### src/wdt_pkg.sv
package wdt_pkg;

	localparam int unsigned CNT_W         = 16;
	localparam int unsigned DATA_W        = 32;
	localparam int unsigned EVT_W         = 2;

	// prescaler ratios (system clock cycles per counter tick)
	localparam int unsigned FINE_DIV_DEF   = 256;
	localparam int unsigned COARSE_DIV_DEF = 16384;

	// span at the reference system clock
	localparam int unsigned SPAN_FSYS_MHZ   = 80;
	localparam int unsigned MIN_INTERVAL_NS = 3200;
	localparam int unsigned MIN_CYCLES      =
		MIN_INTERVAL_NS * SPAN_FSYS_MHZ / 1000;

	// default interval after power-up at a 10 MHz system clock
	localparam int unsigned DEF_FSYS_MHZ    = 10;
	localparam int unsigned DEF_INTERVAL_NS = 6500000;
	localparam int unsigned DEF_CYCLES      =
		DEF_INTERVAL_NS / 1000 * DEF_FSYS_MHZ;
	localparam int unsigned DEF_TICKS       =
		(DEF_CYCLES + FINE_DIV_DEF - 1) / FINE_DIV_DEF;

	// register byte offsets
	localparam logic [7:0] OFF_CTRL   = 8'h00;
	localparam logic [7:0] OFF_RELOAD = 8'h04;
	localparam logic [7:0] OFF_COUNT  = 8'h08;
	localparam logic [7:0] OFF_STATUS = 8'h0C;
	localparam logic [7:0] OFF_MASK   = 8'h10;

	// control register fields
	localparam int unsigned CTRL_FINE_BIT = 0;
	localparam int unsigned CTRL_SVC_BIT  = 8;
	localparam int unsigned CTRL_DIS_BIT  = 9;
	localparam int unsigned CTRL_EN_BIT   = 10;

	// status register fields
	localparam int unsigned ST_WARN_BIT   = 0;
	localparam int unsigned ST_RESET_BIT  = 1;
	localparam int unsigned ST_ON_BIT     = 8;

	// reset values
	localparam logic             FINE_RST   = 1'b1;
	localparam logic [CNT_W-1:0] RELOAD_RST =
		CNT_W'(32'h0001_0000 - DEF_TICKS);
	localparam logic [CNT_W-1:0] CNT_MAX    = 16'hFFFF;
	localparam logic [EVT_W-1:0] MASK_RST   = 2'h3;

	typedef enum logic [1:0] {
		ST_RUN   = 2'b00,
		ST_WARN  = 2'b01,
		ST_RESET = 2'b10
	} wdt_state_t;

	// commands from the instruction path, one-cycle pulses
	typedef struct packed {
		logic service;
		logic watchdog_disable_cmd;
		logic watchdog_enable_cmd;
	} wdt_cmd_t;

endpackage : wdt_pkg

### src/wdt_evt_regs.sv
`timescale 1ns/100ps
`default_nettype none

module wdt_evt_regs import wdt_pkg::*; (
	input  wire logic             pclk,
	input  wire logic             presetn,
	input  wire logic [EVT_W-1:0] evt,
	input  wire logic             rd_clr,
	input  wire logic             mask_wr,
	input  wire logic [EVT_W-1:0] mask_wdata,
	output logic      [EVT_W-1:0] status,
	output logic      [EVT_W-1:0] mask,
	output logic                  irq
);

	logic [EVT_W-1:0] status_next;
	logic [EVT_W-1:0] mask_next;
	logic             irq_next;

	// an event in the clearing cycle survives the read
	always_comb begin
		status_next = (rd_clr ? '0 : status) | evt;
		mask_next = mask_wr ? mask_wdata : mask;
		irq_next = |(status_next & mask_next);
	end

	always_ff @(posedge pclk or negedge presetn) begin
		if (!presetn) begin
			status <= '0;
			mask <= MASK_RST;
			irq <= 1'b0;
		end else begin
			status <= status_next;
			mask <= mask_next;
			irq <= irq_next;
		end
	end
endmodule : wdt_evt_regs

`default_nettype wire

### src/wdt_prescaler.sv
`timescale 1ns/100ps
`default_nettype none

module wdt_prescaler import wdt_pkg::*; #(
	parameter int unsigned FINE_DIV   = FINE_DIV_DEF,
	parameter int unsigned COARSE_DIV = COARSE_DIV_DEF,
	parameter int unsigned PS_W       = $clog2(COARSE_DIV)
) (
	input  wire logic pclk,
	input  wire logic presetn,
	input  wire logic run,
	input  wire logic clear,
	input  wire logic fine_sel,
	output logic      tick
);

	if (FINE_DIV < 2 || COARSE_DIV <= FINE_DIV || PS_W < $clog2(COARSE_DIV))
		$error("prescaler ratios unusable");

	logic [PS_W-1:0] ps_reg;
	logic [PS_W-1:0] ps_next;
	logic            fine_cur_reg;
	logic            fine_cur_next;
	logic [PS_W-1:0] lim;

	// selection is taken at each period start, so a change never strands
	// the count above a smaller limit
	always_comb begin
		lim = fine_cur_reg ? PS_W'(FINE_DIV - 1) : PS_W'(COARSE_DIV - 1);
		tick = run && (ps_reg == lim);
		ps_next = ps_reg;
		fine_cur_next = fine_cur_reg;
		if (clear) begin
			ps_next = '0;
			fine_cur_next = fine_sel;
		end else if (tick) begin
			ps_next = '0;
			fine_cur_next = fine_sel;
		end else if (run) begin
			ps_next = ps_reg + PS_W'(1);
		end
	end

	always_ff @(posedge pclk or negedge presetn) begin
		if (!presetn) begin
			ps_reg <= '0;
			fine_cur_reg <= FINE_RST;
		end else begin
			ps_reg <= ps_next;
			fine_cur_reg <= fine_cur_next;
		end
	end

	// independent run-cycle count since the period start
	logic [PS_W:0] gap_reg;
	always_ff @(posedge pclk or negedge presetn) begin
		if (!presetn) begin
			gap_reg <= '0;
		end else if (clear || tick) begin
			gap_reg <= '0;
		end else if (run) begin
			gap_reg <= gap_reg + (PS_W+1)'(1);
		end
	end
endmodule : wdt_prescaler

`default_nettype wire

### src/wdt_timer.sv
// Chosen here: the APB slave port and the address map.
`timescale 1ns/100ps
`default_nettype none

module wdt_timer import wdt_pkg::*; #(
	parameter int unsigned COARSE_DIV = COARSE_DIV_DEF,
	parameter int unsigned FINE_DIV   = FINE_DIV_DEF,
	parameter int unsigned ADDR_W     = 8
) (
	input  wire logic              pclk,
	input  wire logic              presetn,
	input  wire logic              psel,
	input  wire logic              penable,
	input  wire logic              pwrite,
	input  wire logic [ADDR_W-1:0] paddr,
	input  wire logic [DATA_W-1:0] pwdata,
	output logic      [DATA_W-1:0] prdata,
	output logic                   pready,
	output logic                   pslverr,
	input  wire wdt_cmd_t          cmd,
	output logic                   irq,
	output logic                   prewarn,
	output logic                   reset_req
);

	// elaboration checks
	if (ADDR_W < 5)
		$error("ADDR_W too small for the register map");
	if (FINE_DIV < 2 || COARSE_DIV <= FINE_DIV)
		$error("prescaler ratios unusable");
	if (FINE_DIV_DEF != MIN_CYCLES)
		$error("fine ratio does not give the shortest interval");

	function automatic logic hit(input logic [ADDR_W-1:0] a,
		input logic [7:0] off);
		hit = (a == ADDR_W'(off));
	endfunction : hit

	// ---------------- bus decode ----------------
	logic setup_rd;
	logic acc;
	logic acc_wr;
	logic acc_rd;
	logic mapped;
	logic wr_ctrl;
	logic wr_reload;
	logic wr_mask;
	logic rd_status;

	always_comb begin
		setup_rd = psel && !penable && !pwrite;
		acc = psel && penable;
		acc_wr = acc && pwrite;
		acc_rd = acc && !pwrite;
		if (hit(paddr, OFF_CTRL)) begin
			mapped = 1'b1;
		end else if (hit(paddr, OFF_RELOAD)) begin
			mapped = 1'b1;
		end else if (hit(paddr, OFF_COUNT)) begin
			mapped = 1'b1;
		end else if (hit(paddr, OFF_STATUS)) begin
			mapped = 1'b1;
		end else if (hit(paddr, OFF_MASK)) begin
			mapped = 1'b1;
		end else begin
			mapped = 1'b0;
		end
		wr_ctrl = acc_wr && hit(paddr, OFF_CTRL);
		wr_reload = acc_wr && hit(paddr, OFF_RELOAD);
		wr_mask = acc_wr && hit(paddr, OFF_MASK);
		rd_status = acc_rd && hit(paddr, OFF_STATUS);
		// zero wait states; the read word is prepared in the setup cycle
		pready = 1'b1;
		pslverr = acc && !mapped;
	end

	// ---------------- commands ----------------
	logic svc;
	logic dis;
	logic ena;

	// instruction path and software strobes act alike
	always_comb begin
		svc = cmd.service || (wr_ctrl && pwdata[CTRL_SVC_BIT]);
		dis = cmd.watchdog_disable_cmd || (wr_ctrl && pwdata[CTRL_DIS_BIT]);
		ena = cmd.watchdog_enable_cmd || (wr_ctrl && pwdata[CTRL_EN_BIT]);
	end

	// ---------------- configuration ----------------
	logic             fine_reg;
	logic             fine_next;
	logic [CNT_W-1:0] reload_reg;
	logic [CNT_W-1:0] reload_next;

	always_comb begin
		fine_next = wr_ctrl ? pwdata[CTRL_FINE_BIT] : fine_reg;
		reload_next = wr_reload ? pwdata[CNT_W-1:0] : reload_reg;
	end

	always_ff @(posedge pclk or negedge presetn) begin
		if (!presetn) begin
			fine_reg <= FINE_RST;
			reload_reg <= RELOAD_RST;
		end else begin
			fine_reg <= fine_next;
			reload_reg <= reload_next;
		end
	end

	// ---------------- counter and sequence ----------------
	logic             enabled_reg;
	logic             enabled_next;
	logic [CNT_W-1:0] cnt_reg;
	logic [CNT_W-1:0] cnt_next;
	wdt_state_t       st_reg;
	wdt_state_t       st_next;
	logic             tick;
	logic             run;
	logic             svc_ok;
	logic             ovf;

	wdt_prescaler #(
		.FINE_DIV   (FINE_DIV),
		.COARSE_DIV (COARSE_DIV)
	) i_wdt_prescaler (
		.pclk     (pclk),
		.presetn  (presetn),
		.run      (run),
		.clear    (svc_ok),
		.fine_sel (fine_reg),
		.tick     (tick)
	);

	always_comb begin
		// enable wins if both commands meet in one cycle
		enabled_next = enabled_reg;
		if (dis) begin
			enabled_next = 1'b0;
		end
		if (ena) begin
			enabled_next = 1'b1;
		end
		// once the reset request stands, servicing cannot withdraw it
		run = enabled_reg && (st_reg != ST_RESET);
		svc_ok = svc && (st_reg != ST_RESET);
		cnt_next = cnt_reg;
		st_next = st_reg;
		ovf = 1'b0;
		if (svc_ok) begin
			cnt_next = reload_reg;
			st_next = ST_RUN;
		end else if (tick) begin
			if (cnt_reg == CNT_MAX) begin
				ovf = 1'b1;
				cnt_next = reload_reg;
				case (st_reg)
					ST_RUN: begin
						st_next = ST_WARN;
					end
					ST_WARN: begin
						st_next = ST_RESET;
					end
					default: begin
						st_next = st_reg;
					end
				endcase
			end else begin
				cnt_next = cnt_reg + CNT_W'(1);
			end
		end
	end

	always_ff @(posedge pclk or negedge presetn) begin
		if (!presetn) begin
			enabled_reg <= 1'b1;
			cnt_reg <= RELOAD_RST;
			st_reg <= ST_RUN;
		end else begin
			enabled_reg <= enabled_next;
			cnt_reg <= cnt_next;
			st_reg <= st_next;
		end
	end

	always_comb begin
		prewarn = (st_reg != ST_RUN);
		reset_req = (st_reg == ST_RESET);
	end

	// ---------------- events ----------------
	logic [EVT_W-1:0] evt;
	logic [EVT_W-1:0] status;
	logic [EVT_W-1:0] mask;

	always_comb begin
		evt = '0;
		evt[ST_WARN_BIT] = ovf && (st_reg == ST_RUN);
		evt[ST_RESET_BIT] = ovf && (st_reg == ST_WARN);
		// a bit set after the read word was taken must survive the clear
		if (rd_status) begin
			evt = evt | (status & ~prdata[EVT_W-1:0]);
		end
	end

	wdt_evt_regs i_wdt_evt_regs (
		.pclk       (pclk),
		.presetn    (presetn),
		.evt        (evt),
		.rd_clr     (rd_status),
		.mask_wr    (wr_mask),
		.mask_wdata (pwdata[EVT_W-1:0]),
		.status     (status),
		.mask       (mask),
		.irq        (irq)
	);

	// ---------------- read data ----------------
	logic [DATA_W-1:0] rd_word;
	logic [DATA_W-1:0] prdata_next;

	always_comb begin
		rd_word = '0;
		if (hit(paddr, OFF_CTRL)) begin
			rd_word[CTRL_FINE_BIT] = fine_reg;
		end else if (hit(paddr, OFF_RELOAD)) begin
			rd_word[CNT_W-1:0] = reload_reg;
		end else if (hit(paddr, OFF_COUNT)) begin
			rd_word[CNT_W-1:0] = cnt_reg;
		end else if (hit(paddr, OFF_STATUS)) begin
			rd_word[EVT_W-1:0] = status;
			rd_word[ST_ON_BIT] = enabled_reg;
		end else if (hit(paddr, OFF_MASK)) begin
			rd_word[EVT_W-1:0] = mask;
		end
		prdata_next = setup_rd ? rd_word : prdata;
	end

	always_ff @(posedge pclk or negedge presetn) begin
		if (!presetn) begin
			prdata <= '0;
		end else begin
			prdata <= prdata_next;
		end
	end

	// ---------------- checks ----------------
	logic first_reg;
	always_ff @(posedge pclk or negedge presetn) begin
		if (!presetn) begin
			first_reg <= 1'b1;
		end else begin
			first_reg <= 1'b0;
		end
	end
endmodule : wdt_timer

`default_nettype wire

### config.mk
export PLATFORM = sky130hd
export DESIGN_NAME = wdt_timer
export DESIGN_NICKNAME = d
export VERILOG_FILES = /design/src/wdt_pkg.sv /design/src/wdt_evt_regs.sv /design/src/wdt_prescaler.sv /design/src/wdt_timer.sv
export SDC_FILE = /design/constraint.sdc
export NUM_CORES = 1
export LEC_CHECK = 0
export ABC_AREA = 1
export BUFFER_PORTS_ARGS = -buffer_cell sky130_fd_sc_hd__buf_2
export CORE_ASPECT_RATIO = 2
export CORE_MARGIN = 5
export CORE_UTILIZATION = 50
export DETAILED_ROUTE_END_ITERATION = 6
export GPL_ROUTABILITY_DRIVEN = 0
export PLACE_DENSITY = 0.81
export SETUP_SLACK_MARGIN = 0.2
export SYNTH_ARGS = -nofsm -noshare
export SYNTH_HDL_FRONTEND = slang
export SYNTH_HIERARCHICAL = 1
export SYNTH_SLANG_ARGS = --single-unit
### constraint.sdc
create_clock -name pclk -period 3.2 [get_ports pclk]
set_input_delay 0.64 -clock pclk [delete_from_list [all_inputs] [get_ports pclk]]
set_output_delay 0.64 -clock pclk [all_outputs]
set_load 0.02 [all_outputs]
==> results of run 1 <==
## power by group
| part | switching, mW | internal (mW) |
|---|---|---|
| registers | 0.0475 | 0.956 |
| logic | 0.173 | 0.0826 |
| clock network | 0.373 | 0.647 |
| total | 0.593 | 1.69 |
## routing by layer
metal  vias to the layer above  track usage (%)  share of wire, %
li1                       2053                -                 -
met1                      2038            21.72                35
met2                       150            41.06                57
met3                        41            3.325               4.4
met4                         0            12.77               4.0
met5                         -                0                 0
## Yosys cell counts, types with 2 or more instances
master | number | share of area, %
o21ai_2 | 3 | 0.59
o22ai_1 | 9 | 1.3
dfstp_2 | 23 | 13
buf_1 | 3 | 0.25
xor2_1 | 9 | 1.8
nand2_1 | 166 | 14
conb_1 | 2 | 0.17
buf_2 | 8 | 0.89
nand3_1 | 71 | 7.9
clkinv_1 | 2 | 0.17
o21bai_1 | 3 | 0.50
clkbuf_1 | 3 | 0.25
xnor2_1 | 2 | 0.39
nor2_1 | 64 | 5.4
a21oi_1 | 22 | 2.5
nor2_4 | 6 | 1.5
ha_1 | 2 | 0.56
buf_6 | 4 | 1.0
nor2_2 | 6 | 0.84
nor3_1 | 12 | 1.3
dfrtp_1 | 49 | 27
o21ai_0 | 18 | 2.0
inv_2 | 4 | 0.33
buf_4 | 18 | 3.0
inv_1 | 70 | 5.9
nand3_2 | 3 | 0.67
nand4_1 | 14 | 2.0
nand2_2 | 12 | 1.7
## worst max-delay path, stage by stage
cell and delay [ns]:
buf_2 0.12, inv_1 0.06, nand2_1 0.09, nor3_1 0.31
nand2_1 0.35, nand4_1 0.21, nor3_1 0.06, buf_2 0.16
## stage by stage
step	hold WS, ns	std cells	total power [mW]	utilization [%]	instance area [sq um]
final	0.3663	778	2.279	56.90	5059
after global routing	0.4237	778	2.366	56.90	5059
after CTS	0.3871	778	2.282	56.90	5059
after detailed placement	0.4629	762	1.268	53.51	4757
after global placement	0.4621	762	1.256	53.51	4757
after floorplan	0.3444	635	1.193	-	4542
## path summary, 6_finish.rpt
path | start | end | slack (ns) | cells past startpoint
worst max register to register | enabled_reg$_DFFE_PN1P_ | i_wdt_evt_regs/irq$_DFF_PN0_ | 0.82 | 14
worst min register to register | prdata[13]$_DFFE_PN0P_ | prdata[13]$_DFFE_PN0P_ | 0.47 | 2
min in group pclk | prdata[13]$_DFFE_PN0P_ | prdata[13]$_DFFE_PN0P_ | 0.47 | 2
worst min-delay path | presetn | i_wdt_prescaler/ps_reg[4]$_DFFE_PN0P_ | 0.37 | 1
max in group asynchronous | presetn | reload_reg[11]$_DFFE_PN1P_ | 1.94 | 2
worst max-delay path | paddr[1] | pslverr | 0.56 | 8
## logic make-up (layout without fill, tap and decap cells)
family | Yosys count | in the layout | synth area share, %
compound gates | 58 | 58 | 7.280
xor+xnor | 11 | 11 | 2.148
fa+ha+maj | 2 | 2 | 0.5578
buf+inv | 112 | 153 | 11.77
flops | 72 | 72 | 40.81
other cells | 2 | 17 | 0.1674
simple gates | 363 | 363 | 37.27
## cell type report
type                    instances  area share, %
repair buffers                 61          6.530
multi-input cells             451          43.16
inverters                      76          5.639
well taps                     102          2.523
clock inverters                 2         0.7420
clock buffers                  14          5.219
flip-flops and latches         72          36.19
==> impl_metrics.sql, run 1 <==
INSERT INTO impl_metrics (metric_group, metric, value, unit) VALUES
('run_status', 'status', 'complete, no violations', ''),
('route', 'drtPass1Iterations', '5', ''),
('global_route', 'gr-usage-all-layers', '21.61', '%'),
('synthesis', 'netlist_instances', '620', ''),
('cells_and_area', 'most_used_cells_in_the_layout_excluding_fill_and_tap_cells', 'nand2_1 (166), nand3_1 (71), inv_1 (70)', ''),
('route', 'detail_route.wirelength', '11670', 'microns'),
('cells_and_area', 'sequential_cell_area', '1831', 'sq um'),
('cts', 'cts-buffers-inserted', '9', ''),
('critical_path', 'worstPathRequired', '2.56', 'ns'),
('synthesis', 'syn_area', '4486', 'sq um'),
('pwr', 'cellPowerDensity', '450.4', 'nW/um^2'),
('sta', 'fin_worst_skew', '0.007359', 'ns'),
('sta', 'timing.final.setup_violations', '0', ''),
('sta', 'final_min_period_over_clock_period', '82.57', '%'),
('cts', 'cts.sinks', '72', ''),
('route', 'num_vias', '4282', ''),
('global_route', 'overflow', '0', ''),
('cts', 'postCtsSetupBuffers', '0', ''),
('floorplan', 'floorplan.initialDensity', '50.46', '%'),
('global_route', 'grt_antenna_before_repair', '0', ''),
('place', 'buffer_ports.inserted', '51', ''),
('pwr', 'ir_worst_vdd', '0.0003616', 'V'),
('route', 'detailedRoute.firstIterationViolations', '199', ''),
('route', 'routedWlPerCell', '15.00', 'microns'),
('floorplan', 'die_area', '11080', 'sq um'),
('cts', 'path_clk_slew', '0.06', 'ns'),
('sta', 'timing_worst_slew_pin_value', '0.7612', 'ns'),
('cts', 'clk_latency', '0.33', 'ns'),
('floorplan', 'chipHeight', '144.0', 'microns'),
('sta', 'fin_crit', '2.642', 'ns'),
('cells_and_area', 'diodes', '0', ''),
('floorplan', 'die_w', '76.98', 'microns'),
('critical_path', 'signal_arrival_time_at_the_worst_endpoint', '2.00', 'ns'),
('cts', 'hold_bufs_inserted_after_cts', '0', ''),
('cells_and_area', 'fillerInstances', '788', ''),
('cells_and_area', 'fraction_of_final_layout_cells_sized_beyond_drive_strength_1', '20.12', '%'),
('synthesis', 'synth_area_per_cell', '7.235', 'sq um'),
('route', 'vias_per_cell', '5.504', ''),
('route', 'antenna_left', '0', ''),
('sta', 'timing.slew.headroom', '49.25', '%'),
('sta', 'rsz0062_at_grt', 'false', ''),
('sta', 'final_worst_slack', '0.5579', 'ns'),
('cts', 'resized_gates_after_cts', '0', ''),
('synthesis', 'yosysSeqAreaShare', '40.81', '%'),
('global_route', 'grt_pass1_wl', '19380', 'microns'),
('place', 'detailed_place_hpwl', '8869', 'microns'),
('global_route', 'grt_max_degree', '39', ''),
('synthesis', 'synth-seq-cells', '72', ''),
('cts', 'clock_tree.htree_level_count', '3', ''),
('sta', 'finalSetupTns', '0', 'ns'),
('critical_path', 'cp-start-kind', 'input port', ''),
('cells_and_area', 'nNetsFinal', '721', ''),
('cts', 'cts.root.buffer_cell', 'clkbuf_16', ''),
('cells_and_area', 'area_growth', '12.78', '%'),
('cts', 'clk_path_buf_depth', '2', ''),
('synthesis', 'async_flop_share', '100.0', '%'),
('sta', 'report.final.hold_viol_count', '0', ''),
('critical_path', 'worst_setup_path_end_kind', 'output port', ''),
('route', 'drc_errors', '0', ''),
('cts', 'tritoncts_clock_tree', 'built', ''),
('cells_and_area', 'most_frequent_standard_cell_in_the_layout_excluding_fill_and_tap_cells', 'nand2_1', ''),
('flow_run', 'cap_violations', '0', ''),
('cells_and_area', 'multi_input_gate_area', '2183', 'sq um'),
('sta', 'max_freq', '378.5', 'MHz'),
('synthesis', 'number_of_synthesized_flops_with_an_enable_pin', '0', ''),
('min_path', 'worst_hold_path_type', 'in2async', ''),
('floorplan', 'row_count', '49', ''),
('synthesis', 'ys.flop_type', 'dfrtp_1', ''),
('sta', 'report.final.slew_viol_count', '0', ''),
('floorplan', 'design.core.area', '8890', 'sq um'),
('critical_path', 'worstSetupPathType', 'in2out', ''),
('global_route', 'grt_pass1_vias', '4341', ''),
('synthesis', 'unique_masters_post_synth', '40', ''),
('pwr', 'total_leakage_power', '2.629', 'nW'),
('place', 'dpl_worst_slack', '0.5909', 'ns'),
('synthesis', 'yosysWarningCount', '6', ''),
('critical_path', 'crit_fanout', '11', ''),
('floorplan', 'design.portCount', '85', '');
(Power assumes the default switching activity.)
==> inputs of run 2 (changes only) <==
--- a/config.mk
+++ b/config.mk
@@ -12,7 +12,7 @@
 export CORE_UTILIZATION = 50
 export DETAILED_ROUTE_END_ITERATION = 6
 export GPL_ROUTABILITY_DRIVEN = 0
-export PLACE_DENSITY = 0.81
+export PLACE_DENSITY = 0.84
 export SETUP_SLACK_MARGIN = 0.2
 export SYNTH_ARGS = -nofsm -noshare
 export SYNTH_HDL_FRONTEND = slang
==> constraint.sdc (replaced) <==
create_clock -name pclk -period 2.4 [get_ports pclk]
set_input_delay 0.48 -clock pclk [delete_from_list [all_inputs] [get_ports pclk]]
set_output_delay 0.48 -clock pclk [all_outputs]
set_load 0.02 [all_outputs]
==> impl_metrics.sql, run 2 (same netlist as run 1, synthesis figures left out) <==
INSERT INTO impl_metrics (metric_group, metric, value, unit) VALUES
('global_route', 'gr-usage-all-layers', '22.32', '%'),
('route', 'num_vias', '4332', ''),
('cts', 'tritoncts_clock_tree', 'built', ''),
('sta', 'fin_crit', '2.096', 'ns'),
('cts', 'cts.root.buffer_cell', 'clkbuf_16', ''),
('critical_path', 'crit-reg2reg-launch', 'i_wdt_prescaler/ps_reg[1]$_DFFE_PN0P_', ''),
('cells_and_area', 'sequential_cell_area', '1831', 'sq um'),
('floorplan', 'design.core.area', '8890', 'sq um'),
('flow_run', 'cap_violations', '0', ''),
('route', 'antenna_left', '0', ''),
('cells_and_area', 'fillerInstances', '734', ''),
('place', 'detailed_place_hpwl', '8815', 'microns'),
('pwr', 'ir_worst_vdd', '0.0005097', 'V'),
('sta', 'max_freq', '477.2', 'MHz'),
('floorplan', 'die_w', '76.98', 'microns'),
('sta', 'final_min_period_over_clock_period', '87.32', '%'),
('pwr', 'power', '3.136', 'mW'),
('cts', 'clk_latency', '0.34', 'ns'),
('cts', 'clk_path_buf_depth', '2', ''),
('route', 'drtPass1Iterations', '5', ''),
('critical_path', 'signal_arrival_time_at_the_worst_endpoint', '2.36', 'ns'),
('floorplan', 'floorplan.initialDensity', '50.46', '%'),
('global_route', 'grt_antenna_before_repair', '0', ''),
('cells_and_area', 'area_growth', '15.12', '%'),
('route', 'routedWlPerCell', '15.31', 'microns'),
('pwr', 'cellPowerDensity', '607.3', 'nW/um^2'),
('cells_and_area', 'most_frequent_standard_cell_in_the_layout_excluding_fill_and_tap_cells', 'nand2_1', ''),
('cells_and_area', 'diodes', '0', ''),
('route', 'drc_errors', '0', ''),
('place', 'buffer_ports.inserted', '51', ''),
('place', 'placedInstanceArea', '4792', 'sq um'),
('sta', 'report.final.hold_viol_count', '0', ''),
('critical_path', 'crit_fanout', '17', ''),
('global_route', 'use_met2', '41.10', '%'),
('sta', 'timing.final.setup_violations', '0', ''),
('global_route', 'overflow', '0', ''),
('global_route', 'busiest_layer', 'met2', ''),
('critical_path', 'critPathLaunch', 'i_wdt_prescaler/ps_reg[1]$_DFFE_PN0P_', ''),
('cts', 'cts-buffers-inserted', '9', ''),
('global_route', 'grt_pass1_wl', '19970', 'microns'),
('cells_and_area', 'most_used_cells_in_the_layout_excluding_fill_and_tap_cells', 'nand2_1 (165), nand3_1 (71), inv_1 (70)', ''),
('sta', 'timing_worst_slew_pin_value', '0.5953', 'ns'),
('cells_and_area', 'nNetsFinal', '727', ''),
('run_status', 'status', 'complete, no violations', ''),
('sta', 'finalSetupTns', '0', 'ns'),
('cells_and_area', 'finish.utilization', '58.09', '%'),
('route', 'vias_per_cell', '5.526', ''),
('sta', 'fin_worst_skew', '0.002561', 'ns'),
('cells_and_area', 'fraction_of_final_layout_cells_sized_beyond_drive_strength_1', '21.99', '%'),
('critical_path', 'cp-start-kind', 'register', ''),
('global_route', 'grt_util_met1', '22.26', '%'),
('sta', 'rsz0062_at_grt', 'true', ''),
('cts', 'hold_bufs_inserted_after_cts', '0', ''),
('global_route', 'grt_pass1_vias', '4343', ''),
('floorplan', 'chipHeight', '144.0', 'microns'),
('cts', 'cts.sinks', '72', ''),
('global_route', 'met3_usage', '3.952', '%'),
('critical_path', 'worstSetupPathType', 'reg2reg', ''),
('floorplan', 'die_area', '11080', 'sq um'),
('critical_path', 'worst_setup_path_end_kind', 'register', ''),
('cts', 'clock_tree.htree_level_count', '3', ''),
('route', 'detailedRoute.firstIterationViolations', '320', ''),
('route', 'detail_route.wirelength', '12000', 'microns'),
('sta', 'report.final.slew_viol_count', '0', ''),
('floorplan', 'design.portCount', '85', ''),
('pwr', 'total_leakage_power', '2.695', 'nW'),
('sta', 'timing.slew.headroom', '60.17', '%'),
('global_route', 'grt_max_degree', '73', ''),
('min_path', 'worst_hold_path_type', 'in2async', ''),
('cells_and_area', 'layout.cell_area.non_filler', '5164', 'sq um'),
('floorplan', 'row_count', '49', ''),
('cells_and_area', 'multi_input_gate_area', '2203', 'sq um'),
('cts', 'path_clk_slew', '0.06', 'ns'),
('critical_path', 'worstPathRequired', '2.66', 'ns');
## run 2: changes by cell type in the layout (fill, tap and decap cells not counted), sizes merged
cell | before | now
bufinv | 1 | 2
clkbuf | 14 | 10
clkinv | 2 | 5
buf | 61 | 67
## run 2: layout make-up
class                   count  area share [%]
multi-input cells         451           42.67
flip-flops and latches     72           35.45
clock buffers              10           4.628
clock inverters             6           1.599
well taps                 102           2.472
repair buffers             67           7.657
inverters                  76           5.525
## run 2: routing by layer
metal	routed length (microns)	up-vias
met2	6643	178
met3	595	62
li1	-	2064
met1	4074	2028
met4	688	0
met5	0	-
## run 2: stage by stage
step / hold WS (ns) / std cells / setup slack [ns]
after floorplan: 0.1844 / 635 / 0.2788
after global placement: 0.4658 / 765 / 0.1473
after detailed placement: 0.4619 / 765 / 0.07428
after CTS: 0.1901 / 781 / 0.2273
after global routing: 0.1915 / 784 / 0.1652
final: 0.1557 / 784 / 0.3042
## run 2: critical path, cell delays in order, from the launching register on
cell,delay (ns)
dfrtp_1,0.39
ha_2,0.24
nand3_4,0.11
inv_2,0.08
nand2_2,0.07
nor2_4,0.11
nand2_4,0.11
inv_1,0.10
clkinv_1,0.09
buf_4,0.22
nand2_1,0.12
buf_8,0.18
nor2_1,0.06
a21oi_1,0.14
## run 2: worst paths after layout
path | end | slack, ns | depth (start not counted)
hold / removal | cnt_reg[2]$_DFFE_PN0P_ | 0.16 | 2
min in group pclk | enabled_reg$_DFFE_PN1P_ | 0.34 | 2
max in group asynchronous | cnt_reg[14]$_DFFE_PN1P_ | 1.87 | 2
hold reg to reg | prdata[11]$_DFFE_PN0P_ | 0.48 | 2
setup reg to reg | cnt_reg[12]$_DFFE_PN1P_ | 0.30 | 13
setup / recovery | cnt_reg[12]$_DFFE_PN1P_ | 0.30 | 13
## run 2: power breakdown
group,leakage (nW),switching [mW],internal (mW),total (mW)
Sequential,0.874,0.0618,1.27,1.34
Clock,0.158,0.511,0.932,1.44
Combinational,1.66,0.237,0.120,0.357
Total,2.69,0.810,2.33,3.14
## run 2: what timing repair did
item	in CTS	in global routing
setup buffers	0	3
gates cloned	0	0
hold endpoints to repair	0	0
setup endpoints to repair	1	18
resized for setup	1	7
